## src/verilog/uhie_consts.vh

```
// constants for the usb host interrupt set and enable block
//
// Overview of operation
// - a one written to the force register sets the matching dma or global host interrupt flag; pipe flags have no force bit
// - zero bits in a force write leave their flags unchanged
// - dma channel 1..6 enables, bits 25..30, set via enable-set, cleared via enable-clear
// - pipe 0..6 enables, bits 8..14, set via enable-set, cleared via enable-clear
// - wake-up enable, bit 6, set and cleared by writing one to set/clear bits
// - start-of-frame enable, bit 5, set and cleared by writing one
// - resume-received enable, bit 4, set and cleared by writing one
// - resume-sent enable, bit 3, set and cleared by writing one
// - bus-reset-sent enable, bit 2, set and cleared by writing one
// - detach enable, bit 1, set and cleared by writing one
// - attach enable, bit 0, set and cleared by writing one
// - usb interrupt output is high while any flag and its enable are both one
// - a one written to the flag-clear register clears that global flag (bits 6..0 only) unless a source sets it in the same cycle; zero does nothing
`ifndef UHIE_CONSTS_VH
`define UHIE_CONSTS_VH

// register byte offsets
`define UHIE_OFF_FLAGS      12'h404
`define UHIE_OFF_FLAG_CLR   12'h408
`define UHIE_OFF_FORCE      12'h40c
`define UHIE_OFF_ENABLE     12'h410
`define UHIE_OFF_EN_CLR     12'h414
`define UHIE_OFF_EN_SET     12'h418

// implemented bit positions: dma 30..25, pipes 14..8, globals 6..0
`define UHIE_IMPL_MASK      32'h7e007f7f
// flags that software may force: dma 30..25 and globals 6..0, pipes have no force bit
`define UHIE_FORCE_MASK     32'h7e00007f
// flags that software may clear directly (globals only)
`define UHIE_SWCLR_MASK     32'h0000007f

// reset values
`define UHIE_FLAGS_RST      32'h00000000
`define UHIE_ENABLE_RST     32'h00000000
`define UHIE_ZERO32         32'h00000000

// axi responses
`define UHIE_RESP_OKAY      2'b00
`define UHIE_RESP_SLVERR    2'b10

`endif

```

## src/verilog/uhie_top.v

```verilog
// usb host interrupt flag, force and enable registers behind axi4-lite
`timescale 1ns/10ps
`default_nettype none
`include "uhie_consts.vh"

module uhie_top
#(
    parameter ADDR_W = 12
)
(
    // clock and reset
    input  wire              I_CLOCK,
    input  wire              I_RSTN,
    // axi4-lite write address
    input  wire              I_AWVALID,
    output wire              O_AWREADY,
    input  wire [ADDR_W-1:0] I_AWADDR,
    input  wire [2:0]        I_AWPROT,
    // axi4-lite write data
    input  wire              I_WVALID,
    output wire              O_WREADY,
    input  wire [31:0]       I_WDATA,
    input  wire [3:0]        I_WSTRB,
    // axi4-lite write response
    output wire              O_BVALID,
    input  wire              I_BREADY,
    output wire [1:0]        O_BRESP,
    // axi4-lite read address
    input  wire              I_ARVALID,
    output wire              O_ARREADY,
    input  wire [ADDR_W-1:0] I_ARADDR,
    input  wire [2:0]        I_ARPROT,
    // axi4-lite read data
    output wire              O_RVALID,
    input  wire              I_RREADY,
    output wire [31:0]       O_RDATA,
    output wire [1:0]        O_RRESP,
    // interrupt sources, same clock, one-cycle pulses per bit
    input  wire [31:0]       I_SRC_SET,
    input  wire [31:0]       I_SRC_CLR,
    // interrupt state
    output wire              O_USB_IRQ,
    output wire [31:0]       O_IRQ_FLAGS,
    output wire [31:0]       O_IRQ_EN
);

    // write channel holding registers
    reg              aw_have_q;
    reg              aw_have_d;
    reg [ADDR_W-1:0] aw_addr_q;
    reg [ADDR_W-1:0] aw_addr_d;
    reg              w_have_q;
    reg              w_have_d;
    reg [31:0]       w_data_q;
    reg [31:0]       w_data_d;
    reg [3:0]        w_strb_q;
    reg [3:0]        w_strb_d;
    reg              bvalid_q;
    reg              bvalid_d;
    reg [1:0]        bresp_q;
    reg [1:0]        bresp_d;

    // read channel registers
    reg              rvalid_q;
    reg              rvalid_d;
    reg [31:0]       rdata_q;
    reg [31:0]       rdata_d;
    reg [1:0]        rresp_q;
    reg [1:0]        rresp_d;

    // interrupt state
    reg [31:0]       flags_q;
    reg [31:0]       enable_q;
    reg              irq_q;

    // write decode
    wire             wr_fire;
    wire [31:0]      lane_mask;
    wire [31:0]      wr_bits;
    wire             wr_mapped;
    wire [31:0]      force_bits;
    wire [31:0]      fclr_bits;
    wire [31:0]      eset_bits;
    wire [31:0]      eclr_bits;
    wire [31:0]      flags_d;
    wire [31:0]      enable_d;

    // read decode
    wire             rd_fire;
    reg [31:0]       rd_word;
    reg              rd_mapped;

    // handshake outputs; one write and one read outstanding at a time
    assign O_AWREADY = !aw_have_q && !bvalid_q;
    assign O_WREADY  = !w_have_q && !bvalid_q;
    assign O_ARREADY = !rvalid_q;
    assign O_BVALID  = bvalid_q;
    assign O_BRESP   = bresp_q;
    assign O_RVALID  = rvalid_q;
    assign O_RDATA   = rdata_q;
    assign O_RRESP   = rresp_q;
    assign O_IRQ_FLAGS = flags_q;
    assign O_IRQ_EN    = enable_q;
    assign O_USB_IRQ   = irq_q;

    // the write commits once both address and data are held
    assign wr_fire = aw_have_q && w_have_q && !bvalid_q;

    // byte strobes widened to a bit mask; unstrobed lanes write nothing
    assign lane_mask = {{8{w_strb_q[3]}}, {8{w_strb_q[2]}},
                        {8{w_strb_q[1]}}, {8{w_strb_q[0]}}};
    assign wr_bits = w_data_q & lane_mask & `UHIE_IMPL_MASK;

    assign wr_mapped = (aw_addr_q == `UHIE_OFF_FLAGS)
                    || (aw_addr_q == `UHIE_OFF_FLAG_CLR)
                    || (aw_addr_q == `UHIE_OFF_FORCE)
                    || (aw_addr_q == `UHIE_OFF_ENABLE)
                    || (aw_addr_q == `UHIE_OFF_EN_CLR)
                    || (aw_addr_q == `UHIE_OFF_EN_SET);

    // one-hot write strobes per register, zero unless a write commits
    // pipe positions of the force word are reserved, so a force never reaches pipe flags
    assign force_bits = (wr_fire && aw_addr_q == `UHIE_OFF_FORCE)
                      ? (wr_bits & `UHIE_FORCE_MASK) : `UHIE_ZERO32;
    assign fclr_bits  = (wr_fire && aw_addr_q == `UHIE_OFF_FLAG_CLR)
                      ? (wr_bits & `UHIE_SWCLR_MASK) : `UHIE_ZERO32;
    assign eset_bits  = (wr_fire && aw_addr_q == `UHIE_OFF_EN_SET)
                      ? wr_bits : `UHIE_ZERO32;
    assign eclr_bits  = (wr_fire && aw_addr_q == `UHIE_OFF_EN_CLR)
                      ? wr_bits : `UHIE_ZERO32;

    // per-bit flag and enable next state
    genvar gi;
    generate
        for (gi = 0; gi < 32; gi = gi + 1)
        begin : g_bit
            if (((`UHIE_IMPL_MASK >> gi) & 32'h00000001) != 32'h00000000)
            begin : g_impl
                // set (source or force) beats any clear in the same cycle
                assign flags_d[gi] = I_SRC_SET[gi] || force_bits[gi]
                                  || (flags_q[gi] && !fclr_bits[gi]
                                      && !I_SRC_CLR[gi]);
                // set wins over clear when both are written
                assign enable_d[gi] = eset_bits[gi]
                                   || (enable_q[gi] && !eclr_bits[gi]);
            end
            else
            begin : g_rsvd
                // reserved position, constant zero
                assign flags_d[gi]  = 1'b0;
                assign enable_d[gi] = 1'b0;
            end
        end
    endgenerate

    // interrupt state registers; output is a registered and of flags and enables
    always @(posedge I_CLOCK or negedge I_RSTN)
    begin
        if (!I_RSTN)
        begin
            flags_q  <= `UHIE_FLAGS_RST;
            enable_q <= `UHIE_ENABLE_RST;
            irq_q    <= 1'b0;
        end
        else
        begin
            flags_q  <= flags_d;
            enable_q <= enable_d;
            irq_q    <= |(flags_d & enable_d);
        end
    end

    // write channel next state
    always @*
    begin
        aw_have_d = aw_have_q;
        aw_addr_d = aw_addr_q;
        w_have_d  = w_have_q;
        w_data_d  = w_data_q;
        w_strb_d  = w_strb_q;
        bvalid_d  = bvalid_q;
        bresp_d   = bresp_q;
        // address and data are taken independently, in either order
        if (I_AWVALID && O_AWREADY)
        begin
            aw_have_d = 1'b1;
            aw_addr_d = I_AWADDR;
        end
        if (I_WVALID && O_WREADY)
        begin
            w_have_d = 1'b1;
            w_data_d = I_WDATA;
            w_strb_d = I_WSTRB;
        end
        if (wr_fire)
        begin
            aw_have_d = 1'b0;
            w_have_d  = 1'b0;
            bvalid_d  = 1'b1;
            bresp_d   = wr_mapped ? `UHIE_RESP_OKAY : `UHIE_RESP_SLVERR;
        end
        else if (bvalid_q && I_BREADY)
        begin
            bvalid_d = 1'b0;
            bresp_d  = `UHIE_RESP_OKAY;
        end
    end

    // write channel registers
    always @(posedge I_CLOCK or negedge I_RSTN)
    begin
        if (!I_RSTN)
        begin
            aw_have_q <= 1'b0;
            aw_addr_q <= {ADDR_W{1'b0}};
            w_have_q  <= 1'b0;
            w_data_q  <= `UHIE_ZERO32;
            w_strb_q  <= 4'h0;
            bvalid_q  <= 1'b0;
            bresp_q   <= `UHIE_RESP_OKAY;
        end
        else
        begin
            aw_have_q <= aw_have_d;
            aw_addr_q <= aw_addr_d;
            w_have_q  <= w_have_d;
            w_data_q  <= w_data_d;
            w_strb_q  <= w_strb_d;
            bvalid_q  <= bvalid_d;
            bresp_q   <= bresp_d;
        end
    end

    // read decode; write-only registers read as zero
    assign rd_fire = I_ARVALID && O_ARREADY;

    always @*
    begin
        rd_word   = `UHIE_ZERO32;
        rd_mapped = 1'b1;
        case (I_ARADDR)
            `UHIE_OFF_FLAGS:    rd_word = flags_q & `UHIE_IMPL_MASK;
            `UHIE_OFF_ENABLE:   rd_word = enable_q & `UHIE_IMPL_MASK;
            `UHIE_OFF_FLAG_CLR: rd_word = `UHIE_ZERO32;
            `UHIE_OFF_FORCE:    rd_word = `UHIE_ZERO32;
            `UHIE_OFF_EN_CLR:   rd_word = `UHIE_ZERO32;
            `UHIE_OFF_EN_SET:   rd_word = `UHIE_ZERO32;
            default:            rd_mapped = 1'b0;
        endcase
    end

    // read channel next state
    always @*
    begin
        rvalid_d = rvalid_q;
        rdata_d  = rdata_q;
        rresp_d  = rresp_q;
        if (rd_fire)
        begin
            rvalid_d = 1'b1;
            rdata_d  = rd_word;
            rresp_d  = rd_mapped ? `UHIE_RESP_OKAY : `UHIE_RESP_SLVERR;
        end
        else if (rvalid_q && I_RREADY)
        begin
            rvalid_d = 1'b0;
            rdata_d  = `UHIE_ZERO32;
            rresp_d  = `UHIE_RESP_OKAY;
        end
    end

    // read channel registers
    always @(posedge I_CLOCK or negedge I_RSTN)
    begin
        if (!I_RSTN)
        begin
            rvalid_q <= 1'b0;
            rdata_q  <= `UHIE_ZERO32;
            rresp_q  <= `UHIE_RESP_OKAY;
        end
        else
        begin
            rvalid_q <= rvalid_d;
            rdata_q  <= rdata_d;
            rresp_q  <= rresp_d;
        end
    end

endmodule
`default_nettype wire

```

## config.mk

```make
export PLATFORM = sky130hd
export DESIGN_NAME = uhie_top
export DESIGN_NICKNAME = d
export VERILOG_FILES = /design/src/verilog/uhie_top.v
export VERILOG_INCLUDE_DIRS = /design/src /design/src/verilog
export SDC_FILE = /design/constraint.sdc
export NUM_CORES = 1
export LEC_CHECK = 0
export BUFFER_PORTS_ARGS = -buffer_cell sky130_fd_sc_hd__buf_4
export CORE_ASPECT_RATIO = 0.5
export CORE_MARGIN = 2
export CORE_UTILIZATION = 50
export CTS_BUF_LIST = sky130_fd_sc_hd__clkbuf_16
export DETAILED_ROUTE_END_ITERATION = 10
export GPL_TIMING_DRIVEN = 0
export PLACE_DENSITY = 0.91
export SLEW_MARGIN = 20
export SYNTH_ARGS = -nofsm -noshare
export SYNTH_HDL_FRONTEND = slang
export SYNTH_SLANG_ARGS = --single-unit
```

## constraint.sdc

```tcl
create_clock -name I_CLOCK -period 4.4 [get_ports I_CLOCK]
set_clock_uncertainty 0.15 [all_clocks]
set_input_delay 0.22 -clock I_CLOCK [delete_from_list [all_inputs] [get_ports I_CLOCK]]
set_output_delay 0.22 -clock I_CLOCK [all_outputs]
set_load 0.02 [all_outputs]
```

Word-level counts from Yosys, hierarchy flattened:

Cells that the tools add are included.

* output and inout port bits: 106
* word-level logic and storage cells: 257
* bits of input ports: 137
* register bits: 128

* reductions and logical operators: 208
* eq/ne operators: 12
* bitwise gates (word level): 2
* multiplexer cells: 22

Operators by type and width (number)
* 12-bit by 11-bit == test with 1-bit output (second input constant): 12
* 31-bit 2-to-1 mux: 3
* 1-bit logical AND: 73
* 1-bit logical OR: 65
* 32-bit 2-to-1 mux: 2
* 31-bit AND: 2
* 31-bit one-hot mux with 2 select lines: 1
* 1-bit zero test: 51
* 32-bit OR reduction: 1
* 1-bit zero test (first input constant): 13
* 2-bit 2-to-1 mux: 6
* 1-bit 2-to-1 mux: 9
* 2-bit nonzero test: 4
* 7-bit 2-to-1 mux: 1
* 6-bit OR reduction: 1

Depth between registers and ports, before layout:

Gate-level depths: netlist of the first run.

* depth after elaboration: 10
* depth in mapped cells: 9
* mapped depth without buffers: 7

Worst setup path before layout of the first run:

Ideal clock, no wire load.

* kind: reg2reg
* start: register bvalid_q (netlist: O_BVALID)
* end: register irq_q (netlist: O_USB_IRQ)
* required time: 4.102 ns
* arrival time: 2.432 ns
* buffers on the path: 2
* path slack: 1.671 ns
* setup time: 0.148 ns
* cell stages (with the launch flop): 10
* clock period less this slack: 2.729 ns
* path through: dfrtp_1 -> clkbuf_1 -> or4bb_1 -> nor4_4 -> buf_2 -> nand3_1 -> a2bb2oi_1 -> o32ai_1 -> a2111oi_1 -> nand4_1

* cells in the longest elaborated chain, start to end: 10
* elaborated cells on any way between the ends: 119
* those cells by class: mux (4); bitwise (1); reduce/logical (114)

Ends and longest elaborated chain
* from (decl): RTL line uhie_top.v:58 `reg bvalid_q;`
* from (signal assigned): RTL line uhie_top.v:229 `bvalid_q <= bvalid_d;`
* 1-bit zero test *: RTL line uhie_top.v:107 `assign wr_fire = aw_have_q && w_have_q && !bvalid_q;`
* 1-bit logical AND *: RTL line uhie_top.v:107
* 1-bit logical AND (no line)
* 7-bit 2-to-1 mux (no line)
* 1-bit zero test: RTL line uhie_top.v:141 `|| (flags_q[gi] && !fclr_bits[gi]`
* 1-bit logical AND: RTL line uhie_top.v:141
* 1-bit logical AND: RTL line uhie_top.v:142 `&& !I_SRC_CLR[gi]);`
* 1-bit logical OR: RTL line uhie_top.v:141
* 31-bit AND *: RTL line uhie_top.v:169 `irq_q <= |(flags_d & enable_d);`
* 32-bit OR reduction *: RTL line uhie_top.v:169
* to (signal assigned): RTL line uhie_top.v:169
* to (decl): RTL line uhie_top.v:74 `reg irq_q;`

Mark *: on every way between the ends. The rest lies on a longest branch, timed or not.
A chain may end at the register's enable or synchronous reset.

Worst setup path after layout of the first run:

* start: register aw_addr_q[6]
* end: register irq_q (netlist: O_USB_IRQ)

* cells in the longest elaborated chain, start to end: 9
* elaborated cells on any way between the ends: 121
* those cells by class: eq/ne (4); mux (4); bitwise (1); reduce/logical (112)

Ends and longest elaborated chain
* from (decl): RTL line uhie_top.v:50 `reg [ADDR_W-1:0] aw_addr_q;`
* from (signal assigned): RTL line uhie_top.v:215 `aw_addr_q <= {ADDR_W{1'b0}};`
* from (signal assigned): RTL line uhie_top.v:225 `aw_addr_q <= aw_addr_d;`
* 12-bit by 11-bit == test with 1-bit output (no line)
* 1-bit logical AND (no line)
* 7-bit 2-to-1 mux (no line)
* 1-bit zero test: RTL line uhie_top.v:141
* 1-bit logical AND: RTL line uhie_top.v:141
* 1-bit logical AND: RTL line uhie_top.v:142
* 1-bit logical OR: RTL line uhie_top.v:141
* 31-bit AND *: RTL line uhie_top.v:169
* 32-bit OR reduction *: RTL line uhie_top.v:169

Marks and branches as above.

==> impl_results.md, run 1 <==
- Final instance area: around 7400 µm²
- Finish-stage setup viols: 0
- Pwr/cell area: 423 nW/µm²
- Fin worst setup slack: between 0.8 and 0.9 ns
- Clock buffer depth: 2
- #FFs+latches synth: 102
- Final WL: 17500 µm
- Starting Density: between 50% and 60%
- Max Cap Violations: 0
- Setup TNS: 0 ns
- Number of enable flip-flop cells after synthesis: 0
- Worst relative slew slack: 38.5%
- Peak supply drop: between 0.0003 and 0.0004 V
- Cell Count, Final, Fillers Out: 869
- Detailed-route vias per instance: 5.86
- Vias in the first global route: 5050
- Placed Cells: 794
- Worst Hold Class: in -> reg
- CP startpoint kind: flip-flop
- Gr ovfl total: 0
- Psw: 1.05 mW
- Cell Area, Placed: 6470 µm²
- Worst-path clk slew: 0.07 ns
- Fin. max-slew vios: 0
- PostCTS Resize Cnt: 0
- Post-place setup slack: 1.22 ns
- Cells after Synth: about 460
- Req. time, crit path: 4.42 ns
- Drt wl/cell: 20.2 µm
- Pin count of the biggest net entering global routing: 103
- CP Capture Type: flip-flop
- Power share of the combinational group: 31.2%
- I/O Buffers: 161
- Final RePlAce weighted congestion: 0.880
- Post-route ant nets: 0
- Global routing usage on met3: 7.79%
- Die Area: 10800 µm²
- Primary FF master, synth: dfrtp_1
- GRT met2 Usage: a little over half
- TritonCTS clock tree: done
- Top cell by count, worst path: nand4_1
- Pwr Total: 3.12 mW
- Worst Path Arrival: roughly 3.6 ns
- Final Hold Viols: 0
- Critical Path, Cell by Cell: or4_4, buf_6, nor4_4, buf_2, a31oi_1, nand2_1, nand4_1, a2111oi_0, nand4_1
- First-pass detailed-route iteration total: 6
- Clk root buf: clkbuf_16
- Num rows: 25
- Area growth syn-to-layout: 49.0%
- Via count: between 5000 and 6000
- CP max stage cell: nor4_4
- Busiest grt layer: met2
- Die height: 74.4 µm
- Part of the Yosys area used for sequential elements: around half
- Layout Nets: 867
- Core area: 9540 µm²
- First-pass GRT wire length: 26300 µm
- Switching part of the total: 33.6%
- Die Width: 145 µm
- Post-synth ARST share: 100%
- Crit path max fanout: 10
- Tcrit/Tclk final: 80.5%
- Critical path type: reg -> reg
- Status: completed
- Flop pwr share: a little over two fifths
- Worst Tran Pin Value: 0.922 ns
- P_int: about 2.1 mW
- Diode count: 0
- HPWL after DPL: 10600 µm
- Worst skew pair latency: 0.34 ns
- Antenna violations before repair: 0
- Min cycle time layout: approximately 3.5 ns
- Clock power frac: 26.4%
- Max Fclk: 282 MHz
- Setup Buffers After CTS: 0
- RSZ-0062 raised after global routing: no
- Hold-fix buffers, CTS: 60
- Num CTS Buffers: 9
- CTS Sinks: 102
- Synth Warn #: 0
- # IOs: 243
- Share of layout cells above drive strength 1: 35.0%
- DRC violations left: 0
- Grt met1 use: 39.8%
- Mapped cell area: 4950 µm²
- Initial DRC count: ~700
- Avg Cell Area, Syn: 10.7 µm²
- Critical Path Max Stage Delay: 0.58 ns
- Clock H-tree levels: 3
- Synth cell types: 53
- Total Routing Usage GR: 33.0%
- Static leakage: ~3.5 nW
## placed cells by master (no fill, tap or decap), types with 11 or more instances in the layout
cell type and n:
buf_4 198, dfrtp_1 102, dlygate4sd3_1 60, nand2_1 50, conb_1 38, mux2_2 33, o21ai_0 27, inv_1 25
clkbuf_1 21, a22oi_1 20, a21oi_1 14, a22o_1 11
## power by group through the flow
stage                     Clock (mW)  Sequential (mW)  Combinational, mW
after floorplan                    0             1.30              0.585
after global placement             0             1.30              0.852
after detailed placement           0             1.31              0.880
after CTS                      0.827             1.30              0.934
after global routing           0.867             1.34               1.04
final                          0.823             1.33              0.973
## area by class of cell
class | instances | area [µm²]
Clock buffer | 9 | 225
Clock inverter | 6 | 78.8
Timing Repair Buffer | 221 | 1810
Multi-Input combinational cell | 310 | 2060
Sequential cell | 102 | 2550
Inverter | 24 | 90.1
Buffer | 62 | 385
Tap cell | 135 | 169
Fill cell | 543 | 2170
## sequential cells by signal (all words and copies together), names as in the netlist, 3 cells and up
| signal | count |
|---|---|
| O_IRQ_FLAGS | 20 |
| w_data_q | 20 |
| aw_addr_q | 12 |
| O_IRQ_EN | 20 |
| w_strb_q | 3 |
| O_RDATA | 20 |
## cell families (layout without fill, tap and decap cells)
| kind of cell | after synthesis | in the layout | synth area share [%] |
|---|---|---|---|
| AO/OA/AOI/OAI | 116 | 116 | 17.3 |
| flip-flops | 102 | 102 | 51.6 |
| buffers and inverters | 86 | 322 | 9.61 |
| other | 1 | 38 | 0.0758 |
| AND/OR/NAND/NOR | 122 | 122 | 13.8 |
| multiplexers | 34 | 34 | 7.71 |
## final timing paths
path,start,endpoint,slack (ns),cells after the start
worst max-delay path,aw_addr_q[6]$_DFFE_PN0P_,O_USB_IRQ$_DFF_PN0_,0.86,9
worst min-delay path,I_SRC_SET[4],O_IRQ_FLAGS[4]$_DFF_PN0_,0.06,2
worst max register to register,aw_addr_q[6]$_DFFE_PN0P_,O_USB_IRQ$_DFF_PN0_,0.86,9
worst min register to register,O_RDATA[4]$_DFFE_PN0P_,O_RDATA[4]$_DFFE_PN0P_,0.33,2
max in group asynchronous,I_RSTN,O_RDATA[3]$_DFFE_PN0P_,3.07,2
min in group asynchronous,I_RSTN,O_IRQ_FLAGS[25]$_DFF_PN0_,0.39,2
## synth_stat cells, types with 2 or more instances
cell type  number  area share (%)
dfrtp_1       102              52
nand2_1        50             3.8
buf_4          38             5.8
mux2_2         33             7.5
o21ai_0        27             2.7
inv_1          24             1.8
clkbuf_1       21             1.6
a22oi_1        20             3.0
a21oi_1        14             1.4
a22o_1         11             1.9
a21o_1         10             1.5
nand3_1        10             1.0
nor2_1          9            0.68
a311o_1         6             1.2
and2_1          6            0.76
nand2b_1        6            0.76
nor3_1          6            0.61
o31ai_1         6            0.91
nand4_1         5            0.63
a31oi_1         4            0.51
o2bb2ai_1       4            0.71
a21boi_0        3            0.45
and3_1          3            0.38
nand4b_1        3            0.53
nor4_4          3             1.3
nor4b_1         3            0.53
and2_0          2            0.25
buf_2           2            0.20
nand3b_1        2            0.30
nor3b_1         2            0.30
nor4_1          2            0.25
or3_1           2            0.25
or4bb_1         2            0.45
## routing by layer
layer | wire length (µm) | part of all wire (%) | vias up
li1 | - | - | 2115
met1 | 6280 | 36 | 2388
met2 | 8390 | 48 | 447
met3 | 1730 | 9.9 | 146
met4 | 1130 | 6.4 | 0
met5 | 0 | 0 | -
## through the flow
stage,hold WS (ns),util [%]
2_1_floorplan,-0.226,-
4_1_cts,0.0314,77.3
5_1_grt,0.0624,77.3
3_3_place_gp,0.254,67.8
3_5_place_dp,0.234,67.8
6_report,0.0624,77.3
## critical path, delay by kind of cell, from the launching register on
kind / cells / cell delay (ns)
AND/OR/NAND/NOR: 5 / 1.57
AO/OA/AOI/OAI: 2 / 0.73
flip-flops: 1 / 0.39
buffers and inverters: 2 / 0.52
No activity file was read; power rests on OpenSTA's default activity.
==> inputs of run 2 (changes only) <==
- ABC_AREA: default -> 1
- CORE_UTILIZATION: 50 -> 42
- PLACE_DENSITY: 0.91 -> 0.81
- clock period: 4.4 -> 2.9 ns (I/O delays scaled with it)
==> run 2 against run 1 <==
Cell count rose by 25%. Routed wire length down 5.5%. Setup slack got worse by 0.31 ns. Combinational power rose by 51%. Via count increased by 4.3%. Flip-flop and latch count unchanged. Core utilization fell by 13 points. Sequential share of layout area shrank 1.5 points. Critical path depth decreased by 1. Final area up 4.6%. First-iteration DRC count down 39%. Largest power group unchanged.
==> impl_results.md, run 2 <==
- Status: completed
- Worst relative slew slack: 37.1% (-1.4 points)
- Static leakage: 4.18 nW (+18%)
- Critical Path Max Stage Delay: 0.55 ns (-0.03 ns)
- Vias in the first global route: 5176 (+2.5%)
- Total Routing Usage GR: 25.4% (-7.6 points)
- DRC violations left: 0 (unchanged)
- Clock H-tree levels: 3 (unchanged)
- Num CTS Buffers: 9 (unchanged)
- Synth Warn #: 0 (unchanged)
- #FFs+latches synth: 102 (unchanged)
- Die Width: 161 µm (+11%)
- Critical path type: reg -> reg
- Gr ovfl total: 0 (unchanged)
- Fin. max-slew vios: 0 (unchanged)
- CP Launch Point: aw_addr_q[1]$_DFFE_PN0P_
- I/O Buffers: 161 (unchanged)
- Worst Path Arrival: 2.47 ns (-1.09 ns)
- Peak supply drop: 0.000467 V (+55%)
- Pin count of the biggest net entering global routing: 103 (unchanged)
- First-pass detailed-route iteration total: 4 (-2)
- Die height: 82.5 µm (+11%)
- Post-Synth XOR/XNOR Area: 0% (unchanged)
- Top cells by area, synth: dfrtp_1 (49%), nand2_1 (13%), inv_1 (6.4%), buf_4 (6.1%), mux2_2 (6.1%)
- Diode count: 0 (unchanged)
- Avg Cell Area, Syn: 8.15 µm² (-24%)
- Clk root buf: clkbuf_16
- Post-route ant nets: 0 (unchanged)
- Cell Count, Final, Fillers Out: 1086 (+25%)
- Die Area: 13300 µm² (+23%)
- Core area: 11900 µm² (+25%)
- CTS Sinks: 102 (unchanged)
- Cells after Synth: 635 (+38%)
- Largest family of logic cells by synthesized area: simple AND/OR/NAND/NOR gates
- Part of the Yosys area used for sequential elements: 49.3% (-2.3 points)
- Pwr Total: 4.47 mW (+43%)
- Synth cell types: 20 (-62%)
- Most common library cells after synthesis: nand2_1 (175), dfrtp_1 (102), inv_1 (88)
- Pwr/cell area: 580 nW/µm² (+37%)
- Placed Cells: 998 (+26%)
- Clock buffer depth: 2 (unchanged)
- First-pass GRT wire length: 26000 µm (-0.97%)
- Starting Density: 43.5% (-8.4 points)
- Max Fclk: 426 MHz (+51%)
- Worst reg2reg path startpoint: aw_addr_q[1]$_DFFE_PN0P_
- Layout Nets: 1053 (+21%)
- CP max stage cell: dlygate4sd3_1
- # IOs: 243 (unchanged)
- Share of layout cells above drive strength 1: 27.6% (-7.4 points)
- CP Capture Type: flip-flop
- Setup TNS: 0 ns (unchanged)
- Worst-path clk slew: 0.07 ns (about the same)
- Post-synthesis compound-gate area fraction: 6.86% (-10 points)
- Drt wl/cell: 15.3 µm (-24%)
- Final Hold Viols: 0 (unchanged)
- Most frequent cells in the layout: buf_4 (202), nand2_1 (175), dfrtp_1 (102)
- Leading area contributor after synthesis: dfrtp_1
- Number of enable flip-flop cells after synthesis: 0 (unchanged)
- Mapped cell area: 5180 µm² (+4.6%)
- TritonCTS clock tree: done
- Final RePlAce weighted congestion: 0.872 (-0.91%)
- CP startpoint kind: flip-flop
- Crit path max fanout: 7 (-3)
- Post-synthesis mux area share: 6.09% (-1.6 points)
- Most frequent cell after synthesis: nand2_1
- Worst Hold Class: in -> reg
- Worst Tran Pin Value: 0.943 ns (+0.0213 ns)
- Tcrit/Tclk final: 81.0% (+0.57 points)
- Top-area cell type share of the netlist area: 49.3% (-2.3 points)
- Max Cap Violations: 0 (unchanged)
- Via count: 5314 (+4.3%)
- Detailed-route vias per instance: 4.89 (-17%)
- Worst skew pair latency: 0.34 ns (about the same)
- Min cycle time layout: 2.35 ns (-1.19 ns)
- Initial DRC count: 424 (-39%)
- Critical Path, Cell by Cell: nor2_1, nand2_1, nor2_1, nand3_1, o21bai_1, inv_1, nand2_1, dlygate4sd3_1
- Final WL: 16600 µm (-5.5%)
- Simple-gate share of the synthesized area: 23.6% (+9.8 points)
- Hold path start: I_SRC_CLR[29]
- Most common cell after layout, fill and taps aside: buf_4
- Post-synth ARST share: 100% (unchanged)
- Finished Core Util: 64.8% (-13 points)
- Adder-cell share of the synthesized area: 0% (unchanged)
- Primary FF master, synth: dfrtp_1
- Num rows: 28 (+12%)
- Req. time, crit path: 3.02 ns (-1.40 ns)
- Finish-stage setup viols: 0 (unchanged)
- HPWL after DPL: 11500 µm (+9.4%)
- Area growth syn-to-layout: 49.0% (about the same)
- Antenna violations before repair: 0 (unchanged)
- RSZ-0062 raised after global routing: no
run 2: cell count changes in the layout (fill, tap and decap cells not counted), moves of 8 or more:
cell	change
a21o_1	-10
a22o_1	-11
a22oi_1	-20
dlygate4sd3_1	+12
inv_1	+66
nand2_1	+125
nand3_1	+27
nand4_1	+18
nor2_1	+41
o21ai_0	-10
o21ai_1	+10
o21bai_1	+8
o22ai_1	+20
run 2: worst paths after layout:
path | endpoint | slack [ns] | cells after the start
max reg2reg | O_IRQ_FLAGS[1]$_DFF_PN0_ | 0.55 | 8
max | O_IRQ_FLAGS[1]$_DFF_PN0_ | 0.55 | 8
min in group asynchronous | aw_addr_q[10]$_DFFE_PN0P_ | 0.33 | 2
max in group asynchronous | O_IRQ_EN[9]$_DFF_PN0_ | 1.63 | 2
min | O_IRQ_FLAGS[29]$_DFF_PN0_ | 0.03 | 4
min reg2reg | w_data_q[27]$_DFFE_PN0P_ | 0.36 | 1
run 2: critical path: cells and delay by family (launching register included):
family	cells	cell delay, ns
buf+inv	2	0.60
simple gates	5	1.00
compound gates	1	0.16
flops	1	0.38
run 2: per-layer routing:
layer  up-vias  share of wire [%]  track usage [%]
li1       2502                  -                -
met5         -                  0                0
met3        68                7.0             6.14
met1      2505                 41             30.8
met4         0                4.1             13.1
met2       239                 48             43.4
run 2: where the power goes:
group / leakage [nW] / switching (mW) / internal [mW]
Combinational: 2.78 / 0.846 / 0.628
Clock: 0.133 / 0.513 / 0.569
Sequential: 1.26 / 0.192 / 1.73
Total: 4.18 / 1.55 / 2.92
run 2: layout make-up:
type	instances	area [µm²]
fill	963	4200
sequential	102	2550
multi-input combinational	419	2030
timing repair buffer	233	1930
buffer	62	397
inverter	89	334
clock buffer	9	225
tap	165	206
clock inverter	7	35.0
run 2: kinds of logic (layout without fill, tap and decap cells):
kind of cell	after synthesis	after routing
flops	102	102
mux	28	28
compound gates	62	62
buf+inv	151	400
other cells	1	38
simple gates	291	291
run 2: timing repair:
action                                 CTS  global route
hold buffers                            72             0
setup buffers                            0             0
endpoints found under the hold margin  160             0
resized for setup                        0             0
run 2: per-stage QoR:
step           cell area [µm²]  hold slack (ns)  worst slack [ns]
2_1_floorplan             5320           -0.301              1.02
3_3_place_gp              6730            0.188             0.728
3_5_place_dp              6740            0.177             0.703
4_1_cts                   7720          0.00654             0.622
5_1_grt                   7720           0.0564             0.397
6_report                  7720           0.0295             0.550
